===== src/common/cal_trig_pkg.sv =====
// constants for the calibration and trigger register bank
// assumes a 16-bit register port with byte offsets from the card base
//
// Function
// - calibration bus connect bit 15 follows writes; reads return last value
// - busy bit 14 reads one during conversion, zero when result ready
// - writing one to bit 14 starts a conversion; host never writes zero mid-run
// - bit 13 selects voltage when one, current when zero; readable
// - bit 12 enables channel selector, else selector high impedance; readable
// - bits 11..8 hold channel code 0..15 for channels 1..16; readable
// - channel code reaches selector only while selector enable is one
// - low byte of calibration read gives latest conversion result
// - write bit 7 selects normal scaling or scaling divided by 13.7
// - channel count field reads all ones for 8, zeros for 16 channels
// - bits 2..0 mirror the three terminal ident lines
// - any write at 0c raises one trigger when software source selected
// - trigger control bit 15 turns the trigger system on or off
// - bits 8..6 pick backplane line driven in relay-out mode
// - bits 5..4 code 00 receive-only, 11 relay-out
// - bits 3..0 pick lines 0..7, software 1000, external 1001
// - relay-out accepts selected input and drives the drive line; lines differ
package cal_trig_pkg;
  localparam logic [4:0] off_cal_ctrl = 5'h08;
  localparam logic [4:0] off_card_cfg = 5'h0a;
  localparam logic [4:0] off_sw_trig = 5'h0c;
  localparam logic [4:0] off_trig_ctrl = 5'h0e;
  localparam int bit_bus_en = 15;
  localparam int bit_adc_busy = 14;
  localparam int bit_mode_volt = 13;
  localparam int bit_mux_en = 12;
  localparam int chan_hi = 11;
  localparam int chan_lo = 8;
  localparam int bit_adc_scale = 7;
  localparam int res_hi = 7;
  localparam int res_lo = 0;
  localparam int bit_trig_en = 15;
  localparam int drv_hi = 8;
  localparam int drv_lo = 6;
  localparam int mode_hi = 5;
  localparam int mode_lo = 4;
  localparam int src_hi = 3;
  localparam int src_lo = 0;
  localparam int cfg_hi = 5;
  localparam int cfg_lo = 3;
  localparam int term_hi = 2;
  localparam int term_lo = 0;
  localparam logic [1:0] mode_receive = 2'h0;
  localparam logic [1:0] mode_relay = 2'h3;
  localparam logic [3:0] src_software = 4'h8;
  localparam logic [3:0] src_external = 4'h9;
  localparam logic [15:0] reg_zero = 16'h0000;
  // conversion time of the on-board converter, in ns
  localparam int adc_conv_ns = 10000;
  localparam int clk_period_ns = 25;
  localparam int adc_conv_cycles = (adc_conv_ns + clk_period_ns - 1) /
    clk_period_ns;
endpackage


===== src/rtl/cal_adc_ctrl.sv =====
// conversion sequencer for the on-board calibration converter
// assumes the converter answers with parallel data after a fixed time
`timescale 1ns/10ps
module cal_adc_ctrl #(
  parameter int conv_cycles = cal_trig_pkg::adc_conv_cycles
) (
  input wire logic sys_clk,
  input wire logic rst,
  input wire logic start,
  input wire logic [7:0] adc_data,
  output logic adc_convert,
  output logic busy,
  output logic [7:0] result
);
  typedef enum {st_idle, st_conv} adc_state_e;
  adc_state_e state, next_state;
  logic [15:0] count, next_count;
  logic [7:0] next_result;

  // the down counter must hold the loaded count
  if (conv_cycles < 1 || conv_cycles > 65535) begin : g_bad_conv
    $error("bad conv_cycles");
  end

  // idle until start, then count out the conversion and capture data
  always_comb begin
    next_state = state;
    next_count = count;
    next_result = result;
    case (state)
      st_idle: begin
        if (start) begin
          next_state = st_conv;
          next_count = 16'(conv_cycles - 1);
        end
      end
      st_conv: begin
        if (count == 16'h0000) begin
          next_state = st_idle;
          next_result = adc_data;
        end else begin
          next_count = count - 16'h0001;
        end
      end
      default: next_state = st_idle;
    endcase
  end

  always_ff @(posedge sys_clk or posedge rst) begin
    if (rst) begin
      state <= st_idle;
      count <= 16'h0000;
      result <= 8'h00;
    end else begin
      state <= next_state;
      count <= next_count;
      result <= next_result;
    end
  end

  assign busy = (state == st_conv);
  assign adc_convert = busy;
endmodule // cal_adc_ctrl


===== src/rtl/cal_trig_regs.sv =====
// calibration, configuration and trigger registers of the converter card
// assumes a one-cycle register strobe port already decoded for this card
`timescale 1ns/10ps
module cal_trig_regs #(
  parameter int conv_cycles = cal_trig_pkg::adc_conv_cycles
) (
  input wire logic sys_clk,
  input wire logic rst,
  input wire logic [4:0] reg_addr,
  input wire logic reg_wr,
  input wire logic reg_rd,
  input wire logic [15:0] reg_wdata,
  output logic [15:0] reg_rdata,
  input wire logic eight_chan,
  input wire logic [2:0] terminal_ident_line,
  input wire logic [7:0] adc_data,
  output logic adc_convert,
  output logic cal_bus_connect,
  output logic cal_volt_sel,
  output logic cal_mux_oe,
  output logic [3:0] cal_mux_chan,
  output logic adc_scale_div,
  input wire logic [7:0] ttl_trig_in,
  input wire logic ext_trig_in,
  output logic [7:0] ttl_trig_out,
  output logic [7:0] ttl_trig_oe,
  output logic trig_event
);
  logic bus_en, next_bus_en;
  logic mode_volt, next_mode_volt;
  logic mux_en, next_mux_en;
  logic [3:0] chan, next_chan;
  logic scale, next_scale;
  logic trig_en, next_trig_en;
  logic [2:0] drv, next_drv;
  logic [1:0] mode, next_mode;
  logic [3:0] src, next_src;
  logic [7:0] ttl_prev, next_ttl_prev;
  logic ext_prev, next_ext_prev;
  logic trig_event_q, next_trig_event;
  logic [15:0] rdata_q, next_rdata;
  logic adc_start, adc_busy;
  logic [7:0] adc_result;
  logic cal_wr, trig_wr, sw_wr;
  logic src_edge;

  ////////////////////////////////////////////////////////////////////////
  // conversion engine

  cal_adc_ctrl #(.conv_cycles(conv_cycles)) u_adc (
    .sys_clk(sys_clk),
    .rst(rst),
    .start(adc_start),
    .adc_data(adc_data),
    .adc_convert(adc_convert),
    .busy(adc_busy),
    .result(adc_result)
  );

  ////////////////////////////////////////////////////////////////////////
  // write decode

  // register match, shared by every write strobe
  function automatic logic addr_hit(
    input logic [4:0] addr,
    input logic [4:0] off
  );
    return addr == off;
  endfunction

  assign cal_wr = reg_wr && addr_hit(reg_addr, cal_trig_pkg::off_cal_ctrl);
  assign trig_wr = reg_wr && addr_hit(reg_addr, cal_trig_pkg::off_trig_ctrl);
  assign sw_wr = reg_wr && addr_hit(reg_addr, cal_trig_pkg::off_sw_trig);
  assign adc_start = cal_wr && reg_wdata[cal_trig_pkg::bit_adc_busy];

  // calibration and trigger control fields
  always_comb begin
    next_bus_en = bus_en;
    next_mode_volt = mode_volt;
    next_mux_en = mux_en;
    next_chan = chan;
    next_scale = scale;
    next_trig_en = trig_en;
    next_drv = drv;
    next_mode = mode;
    next_src = src;
    if (cal_wr) begin
      next_bus_en = reg_wdata[cal_trig_pkg::bit_bus_en];
      next_mode_volt = reg_wdata[cal_trig_pkg::bit_mode_volt];
      next_mux_en = reg_wdata[cal_trig_pkg::bit_mux_en];
      next_chan = reg_wdata[cal_trig_pkg::chan_hi:cal_trig_pkg::chan_lo];
      next_scale = reg_wdata[cal_trig_pkg::bit_adc_scale];
    end
    if (trig_wr) begin
      next_trig_en = reg_wdata[cal_trig_pkg::bit_trig_en];
      next_drv = reg_wdata[cal_trig_pkg::drv_hi:cal_trig_pkg::drv_lo];
      next_mode = reg_wdata[cal_trig_pkg::mode_hi:cal_trig_pkg::mode_lo];
      next_src = reg_wdata[cal_trig_pkg::src_hi:cal_trig_pkg::src_lo];
    end
  end

  always_ff @(posedge sys_clk or posedge rst) begin
    if (rst) begin
      bus_en <= 1'b0;
      mode_volt <= 1'b0;
      mux_en <= 1'b0;
      chan <= 4'h0;
      scale <= 1'b0;
      trig_en <= 1'b0;
      drv <= 3'h0;
      mode <= cal_trig_pkg::mode_receive;
      src <= 4'h0;
    end else begin
      bus_en <= next_bus_en;
      mode_volt <= next_mode_volt;
      mux_en <= next_mux_en;
      chan <= next_chan;
      scale <= next_scale;
      trig_en <= next_trig_en;
      drv <= next_drv;
      mode <= next_mode;
      src <= next_src;
    end
  end

  // calibration path drive
  assign cal_bus_connect = bus_en;
  assign cal_volt_sel = mode_volt;
  assign cal_mux_oe = mux_en;
  assign cal_mux_chan = mux_en ? chan : 4'h0;
  assign adc_scale_div = scale;

  ////////////////////////////////////////////////////////////////////////
  // trigger system: backplane lines are active low

  // falling edge on the selected source, or a software strobe
  always_comb begin
    src_edge = 1'b0;
    if (src == cal_trig_pkg::src_software)
      src_edge = sw_wr;
    else if (src == cal_trig_pkg::src_external)
      src_edge = ext_prev && !ext_trig_in;
    else if (!src[3])
      src_edge = ttl_prev[src[2:0]] && !ttl_trig_in[src[2:0]];
  end

  always_comb begin
    next_ttl_prev = ttl_trig_in;
    next_ext_prev = ext_trig_in;
    next_trig_event = trig_en && src_edge;
  end

  always_ff @(posedge sys_clk or posedge rst) begin
    if (rst) begin
      ttl_prev <= 8'hff;
      ext_prev <= 1'b1;
      trig_event_q <= 1'b0;
    end else begin
      ttl_prev <= next_ttl_prev;
      ext_prev <= next_ext_prev;
      trig_event_q <= next_trig_event;
    end
  end

  assign trig_event = trig_event_q;
  // relay-out pulls the chosen line low for one cycle per trigger
  always_comb begin
    ttl_trig_oe = 8'h00;
    if (trig_event_q && mode == cal_trig_pkg::mode_relay)
      ttl_trig_oe[drv] = 1'b1;
  end
  assign ttl_trig_out = 8'h00;

  ////////////////////////////////////////////////////////////////////////
  // read mux, registered

  always_comb begin
    next_rdata = cal_trig_pkg::reg_zero;
    if (reg_rd) begin
      case (reg_addr)
        cal_trig_pkg::off_cal_ctrl: begin
          next_rdata[cal_trig_pkg::bit_bus_en] = bus_en;
          next_rdata[cal_trig_pkg::bit_adc_busy] = adc_busy;
          next_rdata[cal_trig_pkg::bit_mode_volt] = mode_volt;
          next_rdata[cal_trig_pkg::bit_mux_en] = mux_en;
          next_rdata[cal_trig_pkg::chan_hi:cal_trig_pkg::chan_lo] = chan;
          next_rdata[cal_trig_pkg::res_hi:cal_trig_pkg::res_lo] =
            adc_result;
        end
        cal_trig_pkg::off_card_cfg: begin
          next_rdata[cal_trig_pkg::cfg_hi:cal_trig_pkg::cfg_lo] =
            {3{eight_chan}};
          next_rdata[cal_trig_pkg::term_hi:cal_trig_pkg::term_lo] =
            terminal_ident_line;
        end
        cal_trig_pkg::off_trig_ctrl: begin
          next_rdata[cal_trig_pkg::bit_trig_en] = trig_en;
          next_rdata[cal_trig_pkg::drv_hi:cal_trig_pkg::drv_lo] = drv;
          next_rdata[cal_trig_pkg::mode_hi:cal_trig_pkg::mode_lo] = mode;
          next_rdata[cal_trig_pkg::src_hi:cal_trig_pkg::src_lo] = src;
        end
        default: next_rdata = cal_trig_pkg::reg_zero;
      endcase
    end
  end

  always_ff @(posedge sys_clk or posedge rst) begin
    if (rst)
      rdata_q <= cal_trig_pkg::reg_zero;
    else
      rdata_q <= next_rdata;
  end

  assign reg_rdata = rdata_q;
endmodule // cal_trig_regs


===== config.mk =====
export PLATFORM = sky130hd
export DESIGN_NAME = cal_trig_regs
export DESIGN_NICKNAME = d
export VERILOG_FILES = /design/src/common/cal_trig_pkg.sv /design/src/rtl/cal_adc_ctrl.sv /design/src/rtl/cal_trig_regs.sv
export SDC_FILE = /design/constraint.sdc
export NUM_CORES = 1
export LEC_CHECK = 0
export ABC_AREA = 0
export BUFFER_PORTS_ARGS = -buffer_cell sky130_fd_sc_hd__buf_2
export CAP_MARGIN = 10
export CORE_AREA = 3 3 91 115
export CTS_CLUSTER_SIZE = 14
export DETAILED_ROUTE_END_ITERATION = 6
export DIE_AREA = 0 0 94 118
export MAX_ROUTING_LAYER = met4
export PLACE_DENSITY = 0.6
export SLEW_MARGIN = 25
export SYNTH_ARGS = -nofsm -noshare
export SYNTH_HDL_FRONTEND = slang
export SYNTH_SLANG_ARGS = --single-unit

===== constraint.sdc =====
create_clock -name sys_clk -period 3.32 [get_ports sys_clk]
set_clock_uncertainty 0.2 [all_clocks]
set_input_delay 0.664 -clock sys_clk [delete_from_list [all_inputs] [get_ports sys_clk]]
set_output_delay 0.664 -clock sys_clk [all_outputs]
set_load 0.01 [all_outputs]

# [After elaboration in Yosys (flattened, before gate mapping)]
# Cells that the tools add are included.
[totals] ff_bits=100 in_bits=46 out_inout_bits=42 elab_cells=71
[op_classes] add_sub_neg=1 n_lt_le_gt_ge=3 eq_ne=12 mux=22 reduce_logical=17
[op_table] cell="$mux W32" n=2
[op_table] cell="$pmux W32 S2" n=1
[op_table] cell="$mux W16" n=3
[op_table] cell="$eq A32 B1 Y1 const B" n=1
[op_table] cell="$eq A32 B2 Y1 const B" n=1
[op_table] cell="$logic_not A32 Y1" n=1
[op_table] cell="$pmux W16 S2" n=1
[op_table] cell="$eq A5 B4 Y1 const B" n=4
[op_table] cell="$pmux W6 S3" n=1
[op_table] cell="$logic_not A16 Y1" n=1
[op_table] cell="$sub A16 B1 Y16 const B" n=1
[op_table] cell="$logic_and A1 B1 Y1" n=9
[op_table] cell="$eq A4 B4 Y1 const B" n=2
[op_table] cell="$lt A3 B4 Y1 const B" n=2
[op_table] cell="$mux W8" n=1
[op_table] cell="$bmux W1 S3" n=2
[op_table] cell="$mux W1" n=6
[op_table] cell="$mux W6" n=1
[op_table] cell="$pmux W3 S2" n=1
[op_table] cell="$mux W4" n=1
[op_table] cell="$ne A2 B2 Y1 const B" n=2
[op_table] cell="$reduce_and A2 Y1" n=2
[op_table] cell="$demux W1 S3" n=1
[op_table] cell="$ge A3 B1 Y1 const B" n=1
[op_table] cell="6 further kinds" n=7

# [Depth between registers and ports, before layout]
# Gate-level depths: netlist of the first run.
[logic_depth] ltp_word=8 depth_mapped=8 ltp_nobuf=6

# [Modules after synthesis]
# Synthesis of the first run repeated with hierarchy kept, for this count alone.
[unflattened] cells_unflattened=270 area_unflattened_um2=3219.3
[modules_own_cells] mod="cal_trig_regs" n_inst=1 cells_each=157 area_each_um2=1988.2 seq_area_each_um2=1112.3
[modules_own_cells] mod="cal_adc_ctrl" n_inst=1 cells_each=113 area_each_um2=1231.2 seq_area_each_um2=625.6

# [Least setup slack after synthesis of the first run]
# OpenSTA, ideal clock, no wires.
[synth_timing] path_type="input port to flip-flop" start="input reg_addr[2]" end="register u_adc.count[10]" setup_ns=0.139 t_arrival_ns=1.893 t_required_ns=2.981 path_slack_ns=1.088 stages=7 n_path_buf=2 cell_sequence="buf_2 -> nor2_2 -> a41oi_1 -> buf_2 -> a2111oi_2 -> xnor2_1 -> nor2_1"
[synth_between] elab_chain_len=5
[synth_rtl] item="start, declared" line_no="cal_trig_regs.sv:9" rtl="input wire logic [4:0] reg_addr,"
[synth_rtl] item="$eq A5 B4 Y1" line_no="cal_trig_regs.sv:68" rtl="return addr == off;"
[synth_rtl] item="$logic_and A1 B1 Y1" line_no="cal_trig_regs.sv:71" rtl="assign cal_wr = reg_wr && addr_hit(reg_addr, cal_trig_pkg::off_cal_ctrl);"
[synth_rtl] item="$logic_and A1 B1 Y1" line_no="cal_trig_regs.sv:74" rtl="assign adc_start = cal_wr && reg_wdata[cal_trig_pkg::bit_adc_busy];"
[synth_rtl] item="$ne A2 B2 Y1 (no source line)"
[synth_rtl] item="$reduce_and A3 Y1 (no source line)"
[synth_rtl] item="end signal, assigned" line_no="cal_adc_ctrl.sv:56" rtl="count <= next_count;"
[synth_rtl] item="end, declared" line_no="cal_adc_ctrl.sv:17" rtl="logic [15:0] count, next_count;"
# Every way passes these cells.
# A chain may end at the register's enable or synchronous reset.

# [Worst setup path after layout of the first run]
[layout_timing] start="register u_adc.count[5]" end="register u_adc.result[7]"
[layout_between] elab_chain_len=2
[layout_rtl] item="$logic_not A16 Y1" line_no="cal_adc_ctrl.sv:38" rtl="if (count == 16'h0000) begin"
[layout_rtl] item="$reduce_and A2 Y1 (no source line)"
[layout_rtl] item="end signal, assigned" line_no="cal_adc_ctrl.sv:57" rtl="result <= next_result;"
[layout_rtl] item="end, declared" line_no="cal_adc_ctrl.sv:13" rtl="output logic [7:0] result"
# Every way passes these cells.

==> results of run 1 <==
power by group:
part | internal (mW) | switching (mW) | total (mW)
combinational | 0.218 | 0.233 | 0.450
clock | 0.546 | 0.331 | 0.877
sequential | 0.989 | 0.167 | 1.16
area by class of cell:
class                      instances  area [um2]  share of cell area [%]
tap                              126         158                    3.98
clock inverter                     1        5.00                   0.126
sequential                        69        1740                    43.9
clock buffer                      15         268                    6.77
multi-input combinational        190        1350                    34.1
inverter                           6        22.5                   0.569
timing repair buffer              82         418                    10.6
stage by stage:
stage	hold slack, ns	setup slack [ns]	power [mW]	cells	utilization, %
detailed placement	0.279	0.553	1.62	473	38.7
CTS	0.191	0.917	2.51	489	41.5
floorplan	0.258	0.731	1.47	282	-
finish	0.180	0.909	2.48	489	41.6
global route	0.220	0.816	2.62	489	41.6
global placement	0.269	0.614	1.59	473	38.7
worst paths after layout:
check,from,depth (start not counted),to
worst max-delay path,u_adc.count[5],4,u_adc.result[7]
worst min-delay path,rst,2,chan[2]
worst max register to register,u_adc.count[5],4,u_adc.result[7]
worst min register to register,u_adc.result[4],1,u_adc.result[4]
max in group asynchronous,rst,3,ttl_prev[0]
min in group sys_clk,ttl_trig_in[6],1,ttl_prev[6]
cells in the final DEF (no fill, tap or decap), types with 4 or more instances in the layout:
cell type	n
clkbuf_16	9
and3_1	7
nand4_1	5
dfstp_2	9
nand2b_1	7
xnor2_1	7
dfrtp_1	60
clkbuf_1	4
nand3_1	4
a22oi_1	7
nor2b_1	4
a31oi_1	6
a211oi_1	6
and2_1	4
nor2_1	24
mux2_2	21
nand2_1	20
buf_2	79
inv_1	5
mux2_1	8
nor3_1	9
conb_1	8
o21ai_0	4
layer usage:
layer / vias to the layer above / wire length (um) / track usage [%]
li1: 1133 / - / -
met1: 1183 / 3300 / 18.9
met2: 69 / 3790 / 22.9
met3: 17 / 352 / 3.39
met4: 0 / 166 / 6.78
met5: - / 0 / -
logic make-up (layout without fill, tap and decap cells):
family / count (synthesis) / in the layout / synth area share (%)
XOR/XNOR: 7 / 7 / 1.92
flip-flops: 69 / 69 / 54.5
adder cells (fa/ha/maj): 1 / 1 / 0.392
buffers and inverters: 23 / 104 / 4.24
AO/OA/AOI/OAI: 38 / 38 / 8.79
multiplexers: 31 / 31 / 10.9
AND/OR/NAND/NOR: 105 / 105 / 19.2
other: 1 / 8 / 0.118
worst register-to-register path, delay by kind of cell (launching register included):
family / cells / cell delay (ns)
simple gates: 3 / 1.33
flops: 1 / 0.41
mux: 1 / 0.35
registers in the layout, indices dropped and copies added (netlist names):
register and cells:
adc_scale_div 1, ttl_prev 8, cal_mux_oe 1, trig_en 1, mode 2, drv 3
src 4, cal_bus_connect 1, u_adc.result 8, u_adc.count 16, u_adc.state 1, reg_rdata 16
ext_prev 1, trig_event 1, cal_volt_sel 1, chan 4
==> out/results.tsv, run 1 <==
stage	metric	value	unit
clocking	cts_buffers	9	
yosys	synth_warnings	0	
clocking	ctsHoldBuffers	0	
die	die_width	94	um
place	portBuffers	79	
cells_and_area	nets	405	
yosys	synth.area.top_cells	dfrtp_1 47%, dfstp_2 7.4%, mux2_2 7.4%	
timing	fin_crit	2.41	ns
worst_setup_path	cp.arrival	2.42	ns
worst_setup_path	r2r_setup_slack	0.91	ns
hold_path	min_path_type	primary input to async pin	
power	p_per_area	628	mW/mm2
cells_and_area	syn2layout_area_growth	24.1	%
run_status	outcome	completed	
route	viasPerCell	4.91	
global_routing	antenna_found_initial	0	
worst_setup_path	critPathLaunchType	flip-flop	
route	post_drt_wl_per_cell	15.6	um
place	place_area	0.00368	mm2
clocking	cts_htree_levels	3	
yosys	synth_most_common_cell	dfrtp_1	
place	place_congestion	0.825	
die	die_h	118	um
clocking	path_clk_slew	0.05	ns
route	wl	7.61	mm
timing	rsz0062_at_grt	no	
job	maxCapViolCount	0	
yosys	yosysTopAreaCell	dfrtp_1	
clocking	worstSkewPairLatency	0.33	ns
yosys	synthTopCellsByCount	60 x dfrtp_1, 24 x nor2_1, 21 x mux2_2	
yosys	synth_edf_count	0	
global_routing	gr-total-overflow	0	
cells_and_area	fill_cells	948	
yosys	async_flop_share	100	%
yosys	synth_cell_type_count	49	
die	io_pins	88	
place	post-dp-hpwl	5.63	mm
worst_setup_path	critPathTopFamily	simple AND/OR/NAND/NOR gates	
timing	slew_violations	0	
timing	max_freq	0.415	GHz
worst_setup_path	end_kind	flip-flop	
timing	worst_pin_slew	0.714	ns
route	drtPass1Iterations	4	
global_routing	grt_use_total	15.0	%
global_routing	grt_pass1_vias	2317	
die	initial_core_util	33.5	%
worst_setup_path	path_buf_inv	0	
route	vias	2402	
yosys	syn_area_per_cell	11.6	um2
worst_setup_path	crit_type	flip-flop to flip-flop	
worst_setup_path	required	3.33	ns
power	ir_drop	0.000313	V
cells_and_area	drive_above_1_share	38.6	%
timing	setup_viol_count_final	0	
clocking	cts-resized-gates	0	
yosys	synth_flop_cell	dfrtp_1	
die	dieArea	0.0111	mm2
clocking	clockBufferDepth	2	
cells_and_area	design_area	0.00396	mm2
yosys	yosys.area.top_type_share	47.1	%
route	drc_errors	0	
timing	max_slew_margin	52.2	%
worst_setup_path	path_cells	nor4_4 -> and4_1 -> and2_4 -> mux2_1	
route	dr.first_iter.drc_count	123	
clocking	cts_root_buf	clkbuf_16	
yosys	syn-cell-area	0.00319	mm2
worst_setup_path	cp_slowest_cell	nor4_4	
worst_setup_path	max_stage_delay	0.54	ns
yosys	synth_cells	275	
worst_setup_path	crit_fanout	13	
global_routing	grt_pass1_wl	12.3	mm
yosys	synth_seq_area_share	54.5	%
clocking	cts_setup_buffers	0	
timing	finalHoldViolCount	0	
route	postRouteAntennaNets	0	
die	placementRows	40	
die	core	0.00951	mm2
timing	fin_tns_setup	0	ns
yosys	synth_seq_cells	69	
power	p_leak	1.90	nW
global_routing	grt_max_degree	28	
cells_and_area	n_antenna_cell	0	
clocking	cts_tree	done	
clocking	cts.sinks	69	
timing	fin_crit_sh	72.6	%
(Power assumes the default switching activity.)
==> run 2: changes to the inputs <==
Settings changed: ABC_AREA 0 to 1, CORE_AREA 3 3 91 115 to 3 3 94 118, DIE_AREA 0 0 94 118 to 0 0 97 121, PLACE_DENSITY 0.6 to 0.62.
Clock period 3.32 ns to 2 ns, I/O delays scaled along.
==> run 2 against run 1 <==
  * Die area increased by 5.8%
  * Largest power group unchanged
  * Sequential cell count unchanged
  * Non-clock buffer count increased by 14
  * Highest routed layer unchanged
==> out/results.tsv, run 2 <==
stage	metric	value	unit	change
yosys	syn-cell-area	0.00340	mm2	was 0.00319 mm2
clocking	cts_htree_levels	3		unchanged
cells_and_area	mostFrequentLayoutCells	116 x nand2_1, 79 x buf_2, 60 x dfrtp_1, 59 x inv_1, 46 x nor2_1		was 79 x buf_2, 60 x dfrtp_1, 24 x nor2_1, 21 x mux2_2, 20 x nand2_1
clocking	path_clk_slew	0.06	ns	was 0.05 ns
yosys	synth-xor-area-share	0.773	%	was 1.92%
die	io_pins	88		unchanged
yosys	synth-simple-area-share	28.4	%	was 19.2%
worst_setup_path	critPathLaunchType	flip-flop		unchanged
timing	fin_tns_setup	0	ns	unchanged
yosys	synth_cell_type_count	33		was 49
clocking	cts_buffers	9		unchanged
die	core	0.0101	mm2	was 0.00951 mm2
die	dieArea	0.0117	mm2	was 0.0111 mm2
yosys	synth_seq_area_share	51.1	%	was 54.5%
global_routing	antenna_found_initial	0		unchanged
clocking	cts_tree	done		unchanged
run_status	outcome	completed		unchanged
timing	fin_crit	1.81	ns	
yosys	synth_edf_count	0		unchanged
timing	setup_viol_count_final	0		unchanged
route	viasPerCell	4.45		was 4.91
yosys	syn_area_per_cell	8.00	um2	was 11.6 um2
yosys	yosys.area.top_type_share	44.2	%	was 47.1%
clocking	worstSkewPairLatency	0.33	ns	about the same
timing	rsz0062_at_grt	no		unchanged
global_routing	grt_max_degree	58		was 28
worst_setup_path	path_cells	nand2_1 -> nor2_1 -> nand2_1 -> nor2_1 -> buf_2		was nor4_4 -> and4_1 -> and2_4 -> mux2_1
worst_setup_path	crit_type	flip-flop to primary output		was flip-flop to flip-flop
clocking	cts-resized-gates	0		unchanged
die	die_width	97	um	was 94 um
place	place_area	0.00395	mm2	was 0.00368 mm2
die	die_h	121	um	was 118 um
yosys	yosys.area_share.adder	0.368	%	was 0.392%
die	initial_core_util	33.6	%	was 33.5%
timing	max_freq	0.552	GHz	
route	dr.first_iter.drc_count	148		was 123
job	maxCapViolCount	0		unchanged
worst_setup_path	cp_slowest_cell	dfrtp_1		was nor4_4
worst_setup_path	max_stage_delay	0.35	ns	was 0.54 ns
timing	slew_violations	0		unchanged
worst_setup_path	ff2ff_path_depth	9		was 4
worst_setup_path	end_kind	primary output		was flip-flop
worst_setup_path	path_buf_inv	1		was 0
route	wl	7.81	mm	was 7.61 mm
clocking	cts.sinks	69		unchanged
worst_setup_path	required	1.40	ns	was 3.33 ns
route	drtPass1Iterations	4		unchanged
worst_setup_path	cp.arrival	1.21	ns	was 2.42 ns
die	placementRows	41		was 40
worst_setup_path	critPathTopFamily	simple AND/OR/NAND/NOR gates		unchanged
power	p_leak	2.31	nW	was 1.90 nW
yosys	synth_most_common_cell	nand2_1		was dfrtp_1
cells_and_area	n_antenna_cell	0		unchanged
place	post-dp-hpwl	5.82	mm	was 5.63 mm
route	drc_errors	0		unchanged
cells_and_area	layout_commonest_cell	nand2_1		was buf_2
clocking	clockBufferDepth	2		unchanged
worst_setup_path	crit_fanout	4		was 13
hold_path	min_path_type	primary input to flip-flop		was primary input to async pin
yosys	async_flop_share	100	%	unchanged
place	portBuffers	79		unchanged
route	vias	2935		was 2402
place	place_congestion	0.881		was 0.825
global_routing	grt_pass1_vias	2948		was 2317
cells_and_area	syn2layout_area_growth	27.7	%	was 24.1%
yosys	yosysTopAreaCell	dfrtp_1		unchanged
yosys	synth_compound_area_share	9.13	%	was 8.79%
route	postRouteAntennaNets	0		unchanged
hold_path	hp-start	reg_wdata[10]		
worst_setup_path	r2r_setup_slack	0.22	ns	was 0.91 ns
hold_path	hold_end	chan[2]		
global_routing	gr-total-overflow	0		unchanged
timing	fin_crit_sh	90.6	%	
clocking	cts_root_buf	clkbuf_16		unchanged
timing	finalHoldViolCount	0		unchanged
global_routing	grt_pass1_wl	13.5	mm	was 12.3 mm
worst_setup_path	rr_endpoint	u_adc.count[3]		was u_adc.result[7]
worst_setup_path	rr_startpoint	u_adc.count[1]		was u_adc.count[5]
global_routing	grt_use_total	14.5	%	was 15.0%
route	post_drt_wl_per_cell	11.8	um	was 15.6 um
yosys	synth_flop_cell	dfrtp_1		unchanged
clocking	cts_setup_buffers	0		unchanged
yosys	synth_cells	425		was 275
hold_path	hold_depth	3		
yosys	synth_seq_cells	69		unchanged
yosys	synth_top_family_by_area	simple AND/OR/NAND/NOR gates		unchanged
yosys	synth_mux_area_share	0	%	was 10.9%
cells_and_area	design_area	0.00434	mm2	was 0.00396 mm2
yosys	synthTopCellsByCount	116 x nand2_1, 60 x dfrtp_1, 60 x inv_1		was 60 x dfrtp_1, 24 x nor2_1, 21 x mux2_2
power	ir_drop	0.000382	V	was 0.000313 V
power	p_per_area	1050	mW/mm2	was 628 mW/mm2
cells_and_area	drive_above_1_share	25.8	%	was 38.6%
cells_and_area	nets	572		was 405
yosys	synth_warnings	0		unchanged
yosys	synth.area.top_cells	dfrtp_1 44%, nand2_1 13%, dfstp_2 7.0%		was dfrtp_1 47%, dfstp_2 7.4%, mux2_2 7.4%
==> run 2: worst max-delay path by stage <==
stage,startpoint,endpoint,slack (ns),cells past startpoint
after floorplan,u_adc.count[1],u_adc.count[2],0.18,10
after global placement,u_adc.count[0],u_adc.count[2],0.25,9
after detailed placement,u_adc.count[1],u_adc.count[14],0.21,8
after CTS,mode[0],ttl_trig_oe[2],0.16,5
after global routing,mode[0],ttl_trig_oe[2],0.04,5
final,mode[0],ttl_trig_oe[2],0.19,5
==> run 2: where the power goes <==
group / total [mW] / leakage [nW] / internal, mW / switching [mW]
sequential: 1.86 / 0.850 / 1.67 / 0.191
clock: 1.49 / 0.130 / 0.903 / 0.584
combinational: 1.20 / 1.34 / 0.442 / 0.760
==> run 2: kinds of logic (layout without fill, tap and decap cells) <==
kind of cell    after synthesis  after routing
compound gates               53             53
xor+xnor                      3              3
fa+ha+maj                     1              1
buf+inv                      79            177
flops                        69             69
other cells                   1              8
simple gates                219            219
==> run 2: area by class of cell <==
cell class,instances,area (um2)
clock buffer,11,253
clock inverter,5,35.0
fill,1029,5770
inverter,65,248
multi-input combinational,284,1350
sequential,69,1740
tap,129,161
timing repair buffer,96,561
==> run 2: repair_timing <==
| item | in CTS | in global routing |
|---|---|---|
| setup endpoints to repair | 0 | 0 |
| hold endpoints to repair | 21 | 0 |
| hold buffers | 10 | 0 |
==> run 2: metal layers <==
metal  routed length [um]  up-vias  part of all wire, %  track usage, %
met5                    0        -                    0               -
met4                  137        0                  1.8            5.88
met3                  438       11                  5.6            4.14
met2                 3810       73                   49            23.7
met1                 3420     1336                   44            16.9
li1                     -     1515                    -               -
==> run 2: per-stage QoR <==
step	utilization (%)	power [mW]	std cells	hold slack, ns	setup slack (ns)
2_1_floorplan	-	2.76	432	0.204	0.180
3_3_place_gp	39.1	3.05	633	0.182	0.254
3_5_place_dp	39.1	3.08	633	0.186	0.213
4_1_cts	42.9	4.61	659	0.0752	0.164
5_1_grt	42.9	4.89	659	0.100	0.0371
6_report	42.9	4.55	659	0.0810	0.188
==> run 2: worst min-delay path, stage by stage <==
cell     delay, ns
buf_2         0.08
nand2_1       0.04
o21ai_0       0.06
==> run 3: changes to the inputs <==
Settings changed: CTS_BUF_LIST from default to sky130_fd_sc_hd__clkbuf_4 sky130_fd_sc_hd__clkbuf_8, PLACE_DENSITY 0.62 to 0.6.
Clock period 2 ns to 2.05 ns, I/O delays scaled along.
==> run 3 against run 2 <==
  * Hold slack improved by 0.0029 ns
  * Combinational power barely moved
  * Utilization shrank 0.26 points
  * Global-route usage down 0.31 points
  * Highest routed layer unchanged
  * Via count grew 0.10%
  * First-iteration DRC count shrank 23%
  * Critical path type unchanged
  * Setup slack lost 0.0057 ns
==> out/results.tsv, run 3 (synthesized netlist as in run 2, its figures left out) <==
stage	metric	value	unit	change
route	post_drt_wl_per_cell	11.8	um	about the same
route	postRouteAntennaNets	0		unchanged
job	maxCapViolCount	0		unchanged
timing	finalHoldViolCount	0		unchanged
timing	max_slew_margin	65.6	%	
clocking	clockBufferDepth	2		unchanged
die	die_width	97	um	unchanged
cells_and_area	syn2layout_area_growth	26.9	%	was 27.7%
worst_setup_path	end_kind	primary output		unchanged
route	vias	2938		was 2935
hold_path	hold_depth	3		unchanged
die	placementRows	41		unchanged
power	power_frac_comb	28.1	%	was 26.4%
cells_and_area	layout_commonest_cell	nand2_1		unchanged
global_routing	antenna_found_initial	0		unchanged
die	dieArea	0.0117	mm2	unchanged
timing	fin_crit	1.87	ns	
power	p_per_area	988	mW/mm2	was 1050 mW/mm2
global_routing	grt_use_total	14.2	%	was 14.5%
worst_setup_path	path_buf_inv	1		unchanged
power	p_seq_share	42.5	%	was 40.9%
worst_setup_path	cp.arrival	1.26	ns	was 1.21 ns
clocking	cts_htree_levels	3		unchanged
power	ir_drop	0.000385	V	was 0.000382 V
hold_path	min_path_type	primary input to flip-flop		unchanged
worst_setup_path	crit_fanout	4		unchanged
die	core	0.0101	mm2	unchanged
worst_setup_path	required	1.44	ns	was 1.40 ns
die	initial_core_util	33.6	%	unchanged
timing	worst_pin_slew	0.514	ns	
worst_setup_path	critPathLaunchType	flip-flop		unchanged
power	clockPowerShare	29.4	%	was 32.7%
worst_setup_path	crit_type	flip-flop to primary output		unchanged
clocking	worstSkewPairLatency	0.34	ns	was 0.33 ns
worst_setup_path	cp.depth	5		unchanged
route	viasPerCell	4.44		was 4.45
worst_setup_path	ff2ff_path_depth	9		unchanged
worst_setup_path	max_stage_delay	0.36	ns	was 0.35 ns
timing	rsz0062_at_grt	no		unchanged
cells_and_area	fill_cells	1010		was 1029
global_routing	grt_pass1_vias	2969		was 2948
route	wl	7.81	mm	about the same
cells_and_area	drive_above_1_share	26.1	%	was 25.8%
clocking	cts_root_buf	clkbuf_8		was clkbuf_16
timing	slew_violations	0		unchanged
power	internal_power	2.83	mW	was 3.01 mW
power	p_leak	2.32	nW	was 2.31 nW
global_routing	gr-total-overflow	0		unchanged
worst_setup_path	critPathTopFamily	simple AND/OR/NAND/NOR gates		unchanged
timing	fin_crit_sh	91.1	%	
route	drtPass1Iterations	4		unchanged
die	io_pins	88		unchanged
global_routing	grt_pass1_wl	13.3	mm	was 13.5 mm
timing	fin_tns_setup	0	ns	unchanged
place	place_congestion	0.822		was 0.881
power	swShare	33.6	%	was 33.8%
place	portBuffers	79		unchanged
power	net-switching-power	1.43	mW	was 1.53 mW
clocking	cts.sinks	69		unchanged
die	die_h	121	um	unchanged
clocking	cts_tree	done		unchanged
cells_and_area	final_util	42.7	%	was 42.9%
route	dr.first_iter.drc_count	114		was 148
place	post-dp-hpwl	5.97	mm	was 5.82 mm
timing	max_freq	0.535	GHz	
global_routing	grt_max_degree	28		was 58
route	drc_errors	0		unchanged
cells_and_area	mostFrequentLayoutCells	116 x nand2_1, 79 x buf_2, 60 x dfrtp_1, 59 x inv_1, 46 x nor2_1		unchanged
worst_setup_path	cp_slowest_cell	dfrtp_1		unchanged
clocking	cts_buffers	9		unchanged
timing	setup_viol_count_final	0		unchanged
worst_setup_path	r2r_setup_slack	0.18	ns	was 0.22 ns
worst_setup_path	path_cells	nand2_1 -> nor2_1 -> nand2_1 -> nor2_1 -> buf_2		unchanged
cells_and_area	n_antenna_cell	0		unchanged
run_status	outcome	completed		unchanged
cells_and_area	nets	574		was 572
clocking	path_clk_slew	0.07	ns	was 0.06 ns
## run 3: metal layers
metal | part of all wire, % | wire length (um) | GRT usage (%) | vias up
met5 | 0 | 0 | - | -
met4 | 0.79 | 62 | 4.74 | 0
met3 | 5.6 | 440 | 4.26 | 6
met2 | 50 | 3920 | 23.9 | 69
met1 | 43 | 3390 | 16.2 | 1349
li1 | - | - | - | 1514
## run 3: final cells by class
| class | count | area, um2 | share of cell area, % |
|---|---|---|---|
| Sequential cell | 69 | 1740 | 40.3 |
| Multi-Input combinational cell | 284 | 1350 | 31.3 |
| Timing Repair Buffer | 98 | 588 | 13.6 |
| Inverter | 65 | 248 | 5.74 |
| Tap cell | 129 | 161 | 3.74 |
| Clock buffer | 12 | 159 | 3.68 |
| Clock inverter | 4 | 70.1 | 1.62 |
## run 3: what timing repair did
action / in CTS / in global routing
hold buffers: 10 / 0
hold endpoints to repair: 19 / 0
gates resized for setup: 0 / 1
setup endpoints to repair: 0 / 16
buffers inserted: 0 / 2
## run 3: power by group through the flow
| stage | Clock (mW) | Combinational (mW) | Sequential (mW) |
|---|---|---|---|
| after floorplan | 0 | 0.889 | 1.81 |
| after global placement | 0 | 1.15 | 1.83 |
| after detailed placement | 0 | 1.17 | 1.84 |
| after CTS | 1.28 | 1.19 | 1.82 |
| after global routing | 1.35 | 1.38 | 1.85 |
| final | 1.25 | 1.20 | 1.81 |
## run 3: metrics by stage
stage               cell area (um2)  power, mW  hold slack, ns  setup WS [ns]  cells
floorplan                      3430       2.70           0.214          0.230    432
CTS                            4290       4.29          0.0620          0.151    659
finish                         4310       4.26          0.0839          0.182    661
detailed placement             3970       3.01           0.271          0.170    633
global placement               3970       2.98           0.271          0.247    633
global route                   4310       4.58          0.0629        0.00884    661
## run 3: worst paths after layout
check	startpoint	to
max in group asynchronous	rst	u_adc.count[1]
worst max-delay path	trig_event	ttl_trig_oe[4]
worst min register to register	u_adc.result[5]	u_adc.result[5]
worst max register to register	u_adc.count[0]	u_adc.count[1]
worst min-delay path	reg_wdata[13]	cal_volt_sel
min in group asynchronous	rst	reg_rdata[5]
## run 3: worst register-to-register path, cell delays in order (launching register included)
cell and delay [ns]:
dfrtp_1 0.40, inv_1 0.08, ha_1 0.19, nand2_1 0.14
nor2_4 0.20, nand4_4 0.14, nand2_2 0.12, nand2_4 0.13
nand2_1 0.11, o21ai_2 0.05
